<file path="src/hhtm_pkg.sv">
// package: offsets, field positions and counts of the line timing measure
package hhtm_pkg;
    localparam int NPORT        = 8;    // selectable input ports
    localparam int PSEL_W       = 3;    // port selection width
    localparam int TOT_W        = 14;   // line period field width
    localparam int ACT_W        = 13;   // other width fields
    localparam int CNT_W        = 14;   // pixel position counter
    localparam int RUN_W        = 4;    // line run counters
    localparam int LOCK_LINES   = 8;    // matching lines to lock
    localparam int UNLOCK_LINES = 15;   // differing lines to unlock
    // byte offsets, main map
    localparam logic [7:0] OFS_POL     = 8'h05;
    localparam logic [7:0] OFS_ACT_HI  = 8'h07;
    localparam logic [7:0] OFS_ACT_LO  = 8'h08;
    localparam logic [7:0] OFS_TOT_HI  = 8'h1E;
    localparam logic [7:0] OFS_TOT_LO  = 8'h1F;
    localparam logic [7:0] OFS_FP_HI   = 8'h20;
    localparam logic [7:0] OFS_FP_LO   = 8'h21;
    localparam logic [7:0] OFS_PW_HI   = 8'h22;
    localparam logic [7:0] OFS_PW_LO   = 8'h23;
    localparam logic [7:0] OFS_BP_HI   = 8'h24;
    localparam logic [7:0] OFS_BP_LO   = 8'h25;
    localparam logic [7:0] OFS_BACT_HI = 8'hE2;
    localparam logic [7:0] OFS_BACT_LO = 8'hE3;
    localparam logic [7:0] OFS_BTOT_HI = 8'hE4;
    localparam logic [7:0] OFS_BTOT_LO = 8'hE5;
    localparam logic [7:0] OFS_BLOCK   = 8'hEA;
    // byte offset, io map
    localparam logic [7:0] OFS_RAW     = 8'h6A;
    // bit positions
    localparam int POL_BIT   = 5;
    localparam int LOCK_BIT  = 5;
    localparam int RAW_BIT   = 0;
    localparam int BLOCK_BIT = 1;
    // reset value of the line period fields
    localparam logic [TOT_W-1:0] MEAS_RST = 14'h0000;
    // colour depth of the incoming stream
    typedef enum logic [1:0] {DC_24, DC_30, DC_36, DC_48} hhtm_dc_t;
endpackage

</file>
<file path="src/hhtm_meas_if.sv">
// interface: pixel samples in, line measurements out
`timescale 1ns/1ps
`default_nettype none
interface hhtm_meas_if;
    import hhtm_pkg::*;
    logic             tick;     // one pixel has passed
    logic             de;       // sampled data enable
    logic             hs;       // sampled horizontal sync
    logic             restart;  // port changed, start over
    logic [TOT_W-1:0] total;    // pixels per line
    logic [ACT_W-1:0] active;   // active pixels
    logic [ACT_W-1:0] fporch;   // front porch
    logic [ACT_W-1:0] pulse;    // sync pulse
    logic [ACT_W-1:0] bporch;   // back porch
    logic             pol;      // 1: sync active high
    logic             locked;   // filter locked
    logic             line_end; // one-cycle, at each line end
    modport meas (input tick, de, hs, restart, output total, active,
                  fporch, pulse, bporch, pol, locked, line_end);
    modport ctrl (output tick, de, hs, restart, input total, active,
                  fporch, pulse, bporch, pol, locked, line_end);
endinterface
`default_nettype wire

</file>
<file path="src/hhtm_line_meas.sv">
// line measurement and lock filter for one port
`timescale 1ns/1ps
`default_nettype none
module hhtm_line_meas (
    input wire logic clk,  // system clock
    input wire logic rst,  // async reset, high
    hhtm_meas_if.meas m    // samples and results
);
    import hhtm_pkg::*;
    typedef enum logic {LK_SEARCH, LK_LOCKED} hhtm_lk_t;
    hhtm_lk_t         st_ff;
    logic             ns, ns_q_ff, de_q_ff, ln_end, de_ok, hs_ok, lk;
    logic [CNT_W-1:0] pos_ff, npos, hi_ff, de_on_ff, de_off_ff, ns_off_ff;
    logic [CNT_W-1:0] p_on_ff, p_off_ff, p_ns_ff, p_tot_ff, tot;
    logic [RUN_W-1:0] good_ff, de_bad_ff, hs_bad_ff;
    logic [CNT_W-1:0] d_bp, d_act, d_fp;
    // sync normalised so that it is high during the pulse
    assign ns     = m.pol ? m.hs : ~m.hs;
    assign npos   = pos_ff + 14'h0001;
    assign ln_end = m.tick & ns & ~ns_q_ff;
    assign tot    = npos;
    assign lk     = (st_ff == LK_LOCKED);
    // transition positions equal to the previous line
    assign de_ok  = (de_on_ff == p_on_ff) && (de_off_ff == p_off_ff);
    assign hs_ok  = (ns_off_ff == p_ns_ff) && (tot == p_tot_ff);
    assign d_bp   = de_on_ff - ns_off_ff;
    assign d_act  = de_off_ff - de_on_ff;
    assign d_fp   = tot - de_off_ff;
    // position counter and transition capture per line
    always_ff @(posedge clk or posedge rst) begin
        if (rst) begin
            pos_ff    <= '0;
            hi_ff     <= '0;
            ns_q_ff   <= 1'b1; // idle sync level, no false line end
            de_q_ff   <= 1'b0;
            de_on_ff  <= '0;
            de_off_ff <= '0;
            ns_off_ff <= '0;
            p_on_ff   <= '0;
            p_off_ff  <= '0;
            p_ns_ff   <= '0;
            p_tot_ff  <= '0;
        end else if (m.restart) begin
            pos_ff   <= '0;
            hi_ff    <= '0;
            p_tot_ff <= '0;
        end else if (m.tick) begin
            ns_q_ff <= ns;
            de_q_ff <= m.de;
            if (ln_end) begin
                pos_ff   <= '0;
                hi_ff    <= {13'h0000, m.hs};
                p_on_ff  <= de_on_ff;
                p_off_ff <= de_off_ff;
                p_ns_ff  <= ns_off_ff;
                p_tot_ff <= tot;
            end else begin
                pos_ff <= npos;
                hi_ff  <= hi_ff + {13'h0000, m.hs};
                if (m.de && !de_q_ff) de_on_ff <= npos;
                if (!m.de && de_q_ff) de_off_ff <= npos;
                if (!ns && ns_q_ff) ns_off_ff <= npos;
            end
        end
    end
    // run counters of matching and differing lines
    always_ff @(posedge clk or posedge rst) begin
        if (rst) begin
            good_ff   <= '0;
            de_bad_ff <= '0;
            hs_bad_ff <= '0;
        end else if (m.restart) begin
            good_ff   <= '0;
            de_bad_ff <= '0;
            hs_bad_ff <= '0;
        end else if (ln_end) begin
            good_ff   <= (de_ok && hs_ok) ? good_ff + 4'h1 : 4'h0; // [RQ1]
            de_bad_ff <= de_ok ? 4'h0 : de_bad_ff + 4'h1;           // [RQ2]
            hs_bad_ff <= hs_ok ? 4'h0 : hs_bad_ff + 4'h1;           // [RQ2]
            if (good_ff == 4'hF) good_ff <= 4'hF;
            if (de_bad_ff == 4'hF) de_bad_ff <= 4'hF;
            if (hs_bad_ff == 4'hF) hs_bad_ff <= 4'hF;
        end
    end
    // lock state
    always_ff @(posedge clk or posedge rst) begin
        if (rst) st_ff <= LK_SEARCH;
        else if (m.restart) st_ff <= LK_SEARCH;
        else if (ln_end) begin
            case (st_ff)
                LK_SEARCH: if (de_ok && hs_ok &&
                               good_ff >= RUN_W'(LOCK_LINES - 1))
                    st_ff <= LK_LOCKED;                             // [RQ1]
                LK_LOCKED: if ((!de_ok &&
                                de_bad_ff >= RUN_W'(UNLOCK_LINES - 1)) ||
                               (!hs_ok &&
                                hs_bad_ff >= RUN_W'(UNLOCK_LINES - 1)))
                    st_ff <= LK_SEARCH;                             // [RQ2]
                default: st_ff <= LK_SEARCH;
            endcase
        end
    end
    // results, one coherent set per matching locked line, zero until lock; pol set at every line end
    always_ff @(posedge clk or posedge rst) begin
        if (rst) begin
            m.total    <= MEAS_RST; // [RQ22]
            m.active   <= '0;
            m.fporch   <= '0;
            m.pulse    <= '0;
            m.bporch   <= '0;
            m.pol      <= 1'b0;
            m.locked   <= 1'b0;
            m.line_end <= 1'b0;
        end else begin
            m.locked   <= lk;
            m.line_end <= ln_end;
            if (ln_end) m.pol <= ({hi_ff[CNT_W-2:0], 1'b0} < tot); // [RQ11]
            if (ln_end && de_ok && hs_ok &&
                (lk || good_ff >= RUN_W'(LOCK_LINES - 1))) begin
                m.total  <= tot;                                    // [RQ5]
                m.active <= d_act[ACT_W-1:0];                       // [RQ6]
                m.fporch <= d_fp[ACT_W-1:0];                        // [RQ7]
                m.pulse  <= ns_off_ff[ACT_W-1:0];                   // [RQ8]
                m.bporch <= d_bp[ACT_W-1:0];                        // [RQ9]
            end
        end
    end
endmodule // hhtm_line_meas
`default_nettype wire

</file>
<file path="src/hhtm_timing_top.sv">
// horizontal timing measure of primary and secondary video ports
// Summary of operation
// (RQ1) lock after DE and sync transitions match on eight lines in a row; good_ff sticks at 15 until restart, then one match locks
// (RQ2) unlock after DE or sync transitions differ on fifteen lines in row; de_bad_ff and hs_bad_ff stick at 15 until restart, then one miss unlocks
// (RQ3) lock flag at 0x07 bit 5 shows filter lock
// (RQ4) live lock status at io map 0x6A bit 0
// (RQ5) 14-bit line period at 0x1E bits 5:0 and 0x1F
// (RQ6) 13-bit active width at 0x07 bits 4:0 and 0x08
// (RQ7) 13-bit front porch at 0x20 bits 4:0 and 0x21
// (RQ8) 13-bit sync pulse at 0x22 bits 4:0 and 0x23
// (RQ9) 13-bit back porch at 0x24 bits 4:0 and 0x25
// (RQ10) software trusts primary widths only while locked
// (RQ11) sync sense at 0x05 bit 5, 1 means active high
// (RQ12) secondary measure runs on its own three-bit port choice
// (RQ13) secondary widths refresh only on request, hold otherwise
// (RQ14) secondary lock flag at 0xEA bit 1, lock at capture time
// (RQ15) secondary 14-bit line period at 0xE4 bits 5:0 and 0xE5
// (RQ16) secondary 13-bit active width at 0xE2 bits 4:0 and 0xE3
// (RQ17) software trusts secondary widths only with secondary lock set
// (RQ18) primary measure uses DE and sync of the primary port
// (RQ19) counts are picture pixels, after colour depth and repetition
// (RQ20) measure only taps the stream, adds no latency to video
// (RQ21) high and low bytes of one value come from one snapshot
// (RQ22) flags and measurements read zero after reset until lock; sync sense at 0x05 updates at every line end
`timescale 1ns/1ps
`default_nettype none
module hhtm_timing_top (
    input  wire logic                     clk,        // 10 MHz clock
    input  wire logic                     rst,        // async, high
    input  wire logic                     pclk_in,    // link char clock
    input  wire logic [hhtm_pkg::NPORT-1:0] de_in,    // port DE
    input  wire logic [hhtm_pkg::NPORT-1:0] hs_in,    // port sync
    input  wire logic [hhtm_pkg::PSEL_W-1:0] primary_port_choice, // port
    input  wire logic [hhtm_pkg::PSEL_W-1:0] secondary_port_choice, // bg port
    input  wire logic                     secondary_measure_request, // bg arm
    input  wire hhtm_pkg::hhtm_dc_t       dc_mode,    // colour depth
    input  wire logic [3:0]               pix_rep,    // repetitions
    input  wire logic                     rd_en,      // read strobe
    input  wire logic                     rd_io,      // 1: io map
    input  wire logic [7:0]               rd_addr,    // byte offset
    output logic [7:0]                    rd_data,    // read byte
    output logic                          horiz_lock  // primary lock
);
    import hhtm_pkg::*;
    hhtm_meas_if p_if ();
    hhtm_meas_if b_if ();
    logic              pclk_s1_ff, pclk_s2_ff, pclk_s3_ff, char_fall;
    logic [NPORT-1:0]  de_s1_ff, de_s2_ff, hs_s1_ff, hs_s2_ff;
    logic [NPORT-1:0]  de_smp_ff, hs_smp_ff;
    logic [2:0]        dc_acc_ff, dc_p, dc_q;
    logic [3:0]        dc_sum, rep_ff;
    logic              dc_tick_ff, tick_ff;
    logic [PSEL_W-1:0] psel_ff, bsel_ff;
    logic              prst_ff, brst_ff;
    logic              req_q_ff, bg_pend_ff, bg_lock_ff, lk_flag_ff;
    logic [TOT_W-1:0]  bg_tot_ff;
    logic [ACT_W-1:0]  bg_act_ff;
    logic [7:0]        rd_data_ff, hold_lo_ff, nxt_rd, nxt_hold;
    logic              horiz_lock_ff;
    // link clock through three flip-flops, DE and sync through two
    always_ff @(posedge clk or posedge rst) begin
        if (rst) begin
            pclk_s1_ff <= 1'b0;
            pclk_s2_ff <= 1'b0;
            pclk_s3_ff <= 1'b0;
            de_s1_ff   <= '0;
            de_s2_ff   <= '0;
            hs_s1_ff   <= '0;
            hs_s2_ff   <= '0;
        end else begin
            pclk_s1_ff <= pclk_in;
            pclk_s2_ff <= pclk_s1_ff;
            pclk_s3_ff <= pclk_s2_ff;
            de_s1_ff   <= de_in;
            de_s2_ff   <= de_s1_ff;
            hs_s1_ff   <= hs_in;
            hs_s2_ff   <= hs_s1_ff;
        end
    end
    // falling link edge: mid-character, data settled
    assign char_fall = pclk_s3_ff & ~pclk_s2_ff;
    // sample every port once per character
    always_ff @(posedge clk or posedge rst) begin
        if (rst) begin
            de_smp_ff <= '0;
            hs_smp_ff <= '0;
        end else if (char_fall) begin
            de_smp_ff <= de_s2_ff;
            hs_smp_ff <= hs_s2_ff;
        end
    end
    // pixels per character ratio of each colour depth
    always_comb begin
        case (dc_mode)
            DC_24: begin
                dc_p = 3'h1;
                dc_q = 3'h1;
            end
            DC_30: begin
                dc_p = 3'h4;
                dc_q = 3'h5;
            end
            DC_36: begin
                dc_p = 3'h2;
                dc_q = 3'h3;
            end
            DC_48: begin
                dc_p = 3'h1;
                dc_q = 3'h2;
            end
            default: begin
                dc_p = 3'h1;
                dc_q = 3'h1;
            end
        endcase
    end
    assign dc_sum = {1'b0, dc_acc_ff} + {1'b0, dc_p};
    // colour depth accumulator: p pixels every q characters
    always_ff @(posedge clk or posedge rst) begin
        if (rst) begin
            dc_acc_ff  <= 3'h0;
            dc_tick_ff <= 1'b0;
        end else if (char_fall && dc_sum >= {1'b0, dc_q}) begin
            dc_acc_ff  <= 3'(dc_sum - {1'b0, dc_q});
            dc_tick_ff <= 1'b1;                                     // [RQ19]
        end else begin
            if (char_fall) dc_acc_ff <= dc_sum[2:0];
            dc_tick_ff <= 1'b0;
        end
    end
    // pixel repetition: one picture pixel per pix_rep+1 pixels
    always_ff @(posedge clk or posedge rst) begin
        if (rst) begin
            rep_ff  <= 4'h0;
            tick_ff <= 1'b0;
        end else if (dc_tick_ff && rep_ff >= pix_rep) begin
            rep_ff  <= 4'h0;
            tick_ff <= 1'b1;                                        // [RQ19]
        end else begin
            if (dc_tick_ff) rep_ff <= rep_ff + 4'h1;
            tick_ff <= 1'b0;
        end
    end
    // port choices, a change restarts that measure
    always_ff @(posedge clk or posedge rst) begin
        if (rst) begin
            psel_ff <= '0;
            bsel_ff <= '0;
            prst_ff <= 1'b1;
            brst_ff <= 1'b1;
        end else begin
            psel_ff <= primary_port_choice;
            bsel_ff <= secondary_port_choice;
            prst_ff <= (primary_port_choice != psel_ff);
            brst_ff <= (secondary_port_choice != bsel_ff);
        end
    end
    // taps only copies of the stream, video path untouched      [RQ20]
    assign p_if.tick    = tick_ff;
    assign p_if.de      = de_smp_ff[psel_ff];                      // [RQ18]
    assign p_if.hs      = hs_smp_ff[psel_ff];                      // [RQ18]
    assign p_if.restart = prst_ff;
    assign b_if.tick    = tick_ff;
    assign b_if.de      = de_smp_ff[bsel_ff];                      // [RQ12]
    assign b_if.hs      = hs_smp_ff[bsel_ff];                      // [RQ12]
    assign b_if.restart = brst_ff;
    hhtm_line_meas u_prim (
        .clk (clk),
        .rst (rst),
        .m   (p_if.meas)
    );
    hhtm_line_meas u_bkgd (
        .clk (clk),
        .rst (rst),
        .m   (b_if.meas)
    );
    // lock flag follows the results it qualifies
    always_ff @(posedge clk or posedge rst) begin
        if (rst) begin
            lk_flag_ff    <= 1'b0;                                  // [RQ22]
            horiz_lock_ff <= 1'b0;
        end else begin
            horiz_lock_ff <= p_if.locked;
            if (!p_if.locked) lk_flag_ff <= 1'b0;
            else if (p_if.line_end) lk_flag_ff <= 1'b1;             // [RQ3]
        end
    end
    // secondary capture on request, held in between
    always_ff @(posedge clk or posedge rst) begin
        if (rst) begin
            req_q_ff   <= 1'b0;
            bg_pend_ff <= 1'b0;
            bg_lock_ff <= 1'b0;
            bg_tot_ff  <= MEAS_RST;
            bg_act_ff  <= '0;
        end else begin
            req_q_ff <= secondary_measure_request;
            if (secondary_measure_request && !req_q_ff)
                bg_pend_ff <= 1'b1;
            else if (bg_pend_ff && b_if.line_end) begin
                bg_pend_ff <= 1'b0;
                bg_tot_ff  <= b_if.total;                           // [RQ13]
                bg_act_ff  <= b_if.active;                          // [RQ13]
                bg_lock_ff <= b_if.locked;                          // [RQ14]
            end
        end
    end
    // read decode, low byte from the snapshot of the high read
    always_comb begin
        nxt_rd   = 8'h00;
        nxt_hold = hold_lo_ff;
        if (rd_io) begin
            if (rd_addr == OFS_RAW) nxt_rd[RAW_BIT] = p_if.locked;  // [RQ4]
        end else begin
            case (rd_addr)
                OFS_POL: nxt_rd[POL_BIT] = p_if.pol;                // [RQ11]
                OFS_ACT_HI: begin
                    nxt_rd[LOCK_BIT] = lk_flag_ff;                  // [RQ3]
                    nxt_rd[4:0] = p_if.active[ACT_W-1:8];           // [RQ6]
                    nxt_hold = p_if.active[7:0];                    // [RQ21]
                end
                OFS_TOT_HI: begin
                    nxt_rd[5:0] = p_if.total[TOT_W-1:8];            // [RQ5]
                    nxt_hold = p_if.total[7:0];                     // [RQ21]
                end
                OFS_FP_HI: begin
                    nxt_rd[4:0] = p_if.fporch[ACT_W-1:8];           // [RQ7]
                    nxt_hold = p_if.fporch[7:0];
                end
                OFS_PW_HI: begin
                    nxt_rd[4:0] = p_if.pulse[ACT_W-1:8];            // [RQ8]
                    nxt_hold = p_if.pulse[7:0];
                end
                OFS_BP_HI: begin
                    nxt_rd[4:0] = p_if.bporch[ACT_W-1:8];           // [RQ9]
                    nxt_hold = p_if.bporch[7:0];
                end
                OFS_BACT_HI: begin
                    nxt_rd[4:0] = bg_act_ff[ACT_W-1:8];             // [RQ16]
                    nxt_hold = bg_act_ff[7:0];
                end
                OFS_BTOT_HI: begin
                    nxt_rd[5:0] = bg_tot_ff[TOT_W-1:8];             // [RQ15]
                    nxt_hold = bg_tot_ff[7:0];
                end
                OFS_ACT_LO, OFS_TOT_LO, OFS_FP_LO, OFS_PW_LO, OFS_BP_LO,
                OFS_BACT_LO, OFS_BTOT_LO: nxt_rd = hold_lo_ff;      // [RQ21]
                OFS_BLOCK: nxt_rd[BLOCK_BIT] = bg_lock_ff;          // [RQ14]
                default: nxt_rd = 8'h00;
            endcase
        end
    end
    // read data register, updated on each strobe
    always_ff @(posedge clk or posedge rst) begin
        if (rst) begin
            rd_data_ff <= 8'h00;
            hold_lo_ff <= 8'h00;
        end else if (rd_en) begin
            rd_data_ff <= nxt_rd;
            hold_lo_ff <= nxt_hold;
        end
    end
    assign rd_data    = rd_data_ff;
    assign horiz_lock = horiz_lock_ff;
endmodule // hhtm_timing_top
`default_nettype wire

</file>
<file path="config.mk">
export PLATFORM = sky130hd
export DESIGN_NAME = hhtm_timing_top
export DESIGN_NICKNAME = d
export VERILOG_FILES = /design/src/hhtm_pkg.sv /design/src/hhtm_meas_if.sv /design/src/hhtm_line_meas.sv /design/src/hhtm_timing_top.sv
export SDC_FILE = /design/constraint.sdc
export NUM_CORES = 1
export LEC_CHECK = 0
export ABC_AREA = 1
export CORE_UTILIZATION = 57
export CTS_BUF_LIST = sky130_fd_sc_hd__clkbuf_16
export CTS_CLUSTER_SIZE = 10
export DETAILED_ROUTE_END_ITERATION = 8
export DONT_BUFFER_PORTS = 1
export MAX_ROUTING_LAYER = met4
export PLACE_DENSITY = 0.68
export SLEW_MARGIN = 20
export SYNTH_ARGS = -nofsm -noshare
export SYNTH_HDL_FRONTEND = slang
export SYNTH_SLANG_ARGS = --single-unit
</file>
<file path="constraint.sdc">
create_clock -name clk -period 23 [get_ports clk]
set_input_delay 2.3 -clock clk [delete_from_list [all_inputs] [get_ports clk]]
set_output_delay 2.3 -clock clk [all_outputs]
set_load 0.01 [all_outputs]
</file>
==> metrics <==
capturing element of the worst setup path=dc_acc_ff[1]; number of warning messages in the yosys log=0; FF-to-FF path depth=15; most used flip-flop cell after synthesis=sky130_fd_sc_hd__dfrtp_1; PD cells=about 70 nW/um^2; peak ir drop on the vdd network=between 0.00006 and 0.00007 V; layout overhead on the synthesized area=7.84%; worst min-delay path class=reg2reg; Total Die Area=around 46000 sq um; count of unresolved DRC violations after routing=0; number of global-route vias before repair=20452; Yosys cell types=58; cell count after synthesis=a little over 3000; first-pass iteration count of the detailed router=6; Initial DRC Count=around 1900; Fmax achieved=approximately 230 MHz; fraction of post-synthesis cell area in the top cell type by area=0.478; number of enable flip-flop cells after synthesis=0; number of input and output port buffers inserted=0; peak-usage layer in the global routing report=met2; highest net fanout along the worst path=7; Core Footprint=44300 sq um; met1 Resource Use GR=0.418; Total Negative Setup Slacks=0 ns; # IOs=51; data arrival at the endpoint of the critical path=4.85 ns; pin count of the biggest net entering global routing=194; via total after detailed routing=21126; share of layout cells above drive strength 1=0.0461; Post-Place Cells=about 3600; launching element of the worst setup path=dc_mode[0]; data required time of the critical path=23.48 ns; Power Internal=0.00142 W; number of antenna violations at the first check in global routing=0; clock slew at reported path FFs=roughly 0.050 ns; number of CTS-inserted buffers=56; static leakage=13.8 nW; final-report hold violation count=0; worst relative slew slack=0.338; share of synthesized flip-flops with an asynchronous set or reset=1.00; htree depth=2; crit path launch type=primary input; later-pin clock latency in the skew report=0.61 ns; clock tree from TritonCTS=done; number of cell rows=77; total number of nets in the final design=around 3200; power share of the combinational group=0.117; worst clock skew=0.0210 ns; Seq cells post-synth=495; Hold WS=0.348 ns; filler-free cell count of the finished design=3691; most common library cell in the layout ignoring fill and taps=sky130_fd_sc_hd__nand2_1; mean cell area of the mapped netlist=between 8 and 9 sq um; number of filler cells placed in the layout=3860; Clock Tree Buf Depth=3; detailed placement HPWL=around 48000 um; antenna-violating nets left=0; outcome=finished, final reports clean; die boundary height=approximately 210 um; reg2reg start=u_prim.pos_ff[0]; max-capacitance violation count=0; fraction of power consumed by the clock network=0.400; CTS sink cnt=495; post-synthesis sequential area ratio=0.482; total setup buffers inserted after CTS=0; cells taking the most area after synthesis=sky130_fd_sc_hd__dfrtp_1, sky130_fd_sc_hd__nand2_1, sky130_fd_sc_hd__ha_1; number of resized instances in the post-cts repair step=0; number of nets in the synthesized netlist=around 3300; RSZ-0062 raised after global routing=no; Routed WL per cell=approximately 18 um; proportion of total power due to net switching=0.268; type of element capturing the critical path=register; GRT Resource Usage Total=0.304; Horiz. Die Dim=about 210 um; slew at the pin closest to its max-slew limit=a little under 1 ns; kind of critical path=in2reg; Period Utilization, post-route=0.190; worst reg2reg path endpoint=u_prim.m.bporch[7]; hold buffers post-CTS=0; library cell with the largest summed area after synthesis=sky130_fd_sc_hd__dfrtp_1; total count of max-transition violations in the final report=0; R2R Setup Slk=19.06 ns; time the worst path needs with I/O delays and setup=between 4 and 5 ns; sequential share of power=0.483; first-pass GRT wire length=between 100000 and 150000 um; switching power total=0.000520 W; cell chosen for the clock root=sky130_fd_sc_hd__clkbuf_16; number of diodes added for antenna fixing=0; met3 track utilization from global routing=0.0431; GR Overflow Total=0; Final Routed Wirelength=~67000 um; Initial Util=0.580; most frequent cells in the layout=sky130_fd_sc_hd__nand2_1, sky130_fd_sc_hd__dfrtp_1, sky130_fd_sc_hd__inv_1, sky130_fd_sc_hd__o21ai_0, sky130_fd_sc_hd__nor2_1; final number of setup-violating endpoints=0; routed vias/inst=5.72; GRT met2 Usage=0.454; routability cong.=a little under 1; Cell Area, Synth=25700 sq um
kinds of logic after synthesis:
family | share of synthesized area
flops | 0.482
fa+ha+maj | 0.0543
mux | 0.00613
compound gates | 0.105
buf+inv | 0.0675
simple gates | 0.237
xor+xnor | 0.0484
metrics by stage:
stage / cell area (sq um) / total power [W] / util / setup WS, ns
6_report: 27700 / 0.00194 / 0.626 / 18.63
5_1_grt: 27700 / 0.00202 / 0.626 / 18.21
4_1_cts: 27700 / 0.00195 / 0.625 / 18.53
3_5_place_dp: 26200 / 0.00118 / 0.590 / 17.91
3_3_place_gp: 26200 / 0.00117 / 0.590 / 17.95
2_1_floorplan: 25700 / 0.00111 / - / 6.89
worst min path at each step:
stage | startpoint | end | cells after the start
2_1_floorplan | de_s1_ff[0] | de_s2_ff[0] | 0
3_3_place_gp | de_s1_ff[5] | de_s2_ff[5] | 0
3_5_place_dp | de_s1_ff[7] | de_s2_ff[7] | 0
4_1_cts | hs_s1_ff[7] | hs_s2_ff[7] | 0
5_1_grt | de_s1_ff[2] | de_s2_ff[2] | 0
6_report | de_s1_ff[7] | de_s2_ff[7] | 0
final cells by class:
class	instances	area [sq um]	share of cell area
inverters	342	1290	0.0466
clock inverters	21	90.1	0.00325
flip-flops and latches	495	12400	0.447
well taps	592	741	0.0267
multi-input cells	2167	11600	0.419
repair buffers	17	168	0.00605
clock buffers	57	1430	0.0515
critical path, stage by stage:
cell and delay, ns:
sky130_fd_sc_hd__inv_1 0.02, sky130_fd_sc_hd__ha_1 0.27, sky130_fd_sc_hd__ha_1 0.16, sky130_fd_sc_hd__inv_1 0.05, sky130_fd_sc_hd__fa_1 0.49, sky130_fd_sc_hd__inv_1 0.07
sky130_fd_sc_hd__fa_1 0.44, sky130_fd_sc_hd__inv_1 0.08, sky130_fd_sc_hd__a21oi_1 0.06, sky130_fd_sc_hd__nor3_1 0.57, sky130_fd_sc_hd__nand2_1 0.11, sky130_fd_sc_hd__o211ai_1 0.11
sky130_fd_sc_hd__o21ai_0 0.10
metal layers:
layer / wire length (um) / share of wire
met4: 2660 / 0.040
met2: 29900 / 0.45
met3: 4300 / 0.064
met1: 30000 / 0.45
met5: 0 / 0
power groups by stage:
stage,combinational (W),clock (W),sequential (W)
after global routing,0.000260,0.000821,0.000942
after detailed placement,0.000227,0,0.000952
after global placement,0.000220,0,0.000951
after CTS,0.000228,0.000790,0.000937
final,0.000227,0.000776,0.000936
after floorplan,0.000171,0,0.000942
Yosys cell counts, drive strengths merged, types with 4 or more instances:
library cell,number
a31oi,11
buf,33
nand4,126
xnor2,70
a22oi,10
a21o,6
nor2,185
dfstp,4
o221ai,6
and3,4
mux2,14
inv,341
clkbuf,65
xor2,67
dfrtp,491
o21bai,5
a32o,5
nor3,33
fa,6
a211oi,8
nand3,144
o22ai,51
a21oi,91
nand3b,9
a41oi,6
nand2,909
a21boi,6
ha,102
or2,8
nor3b,6
o21ai,251
o211ai,6
No activity file was read; power rests on OpenSTA's default activity.
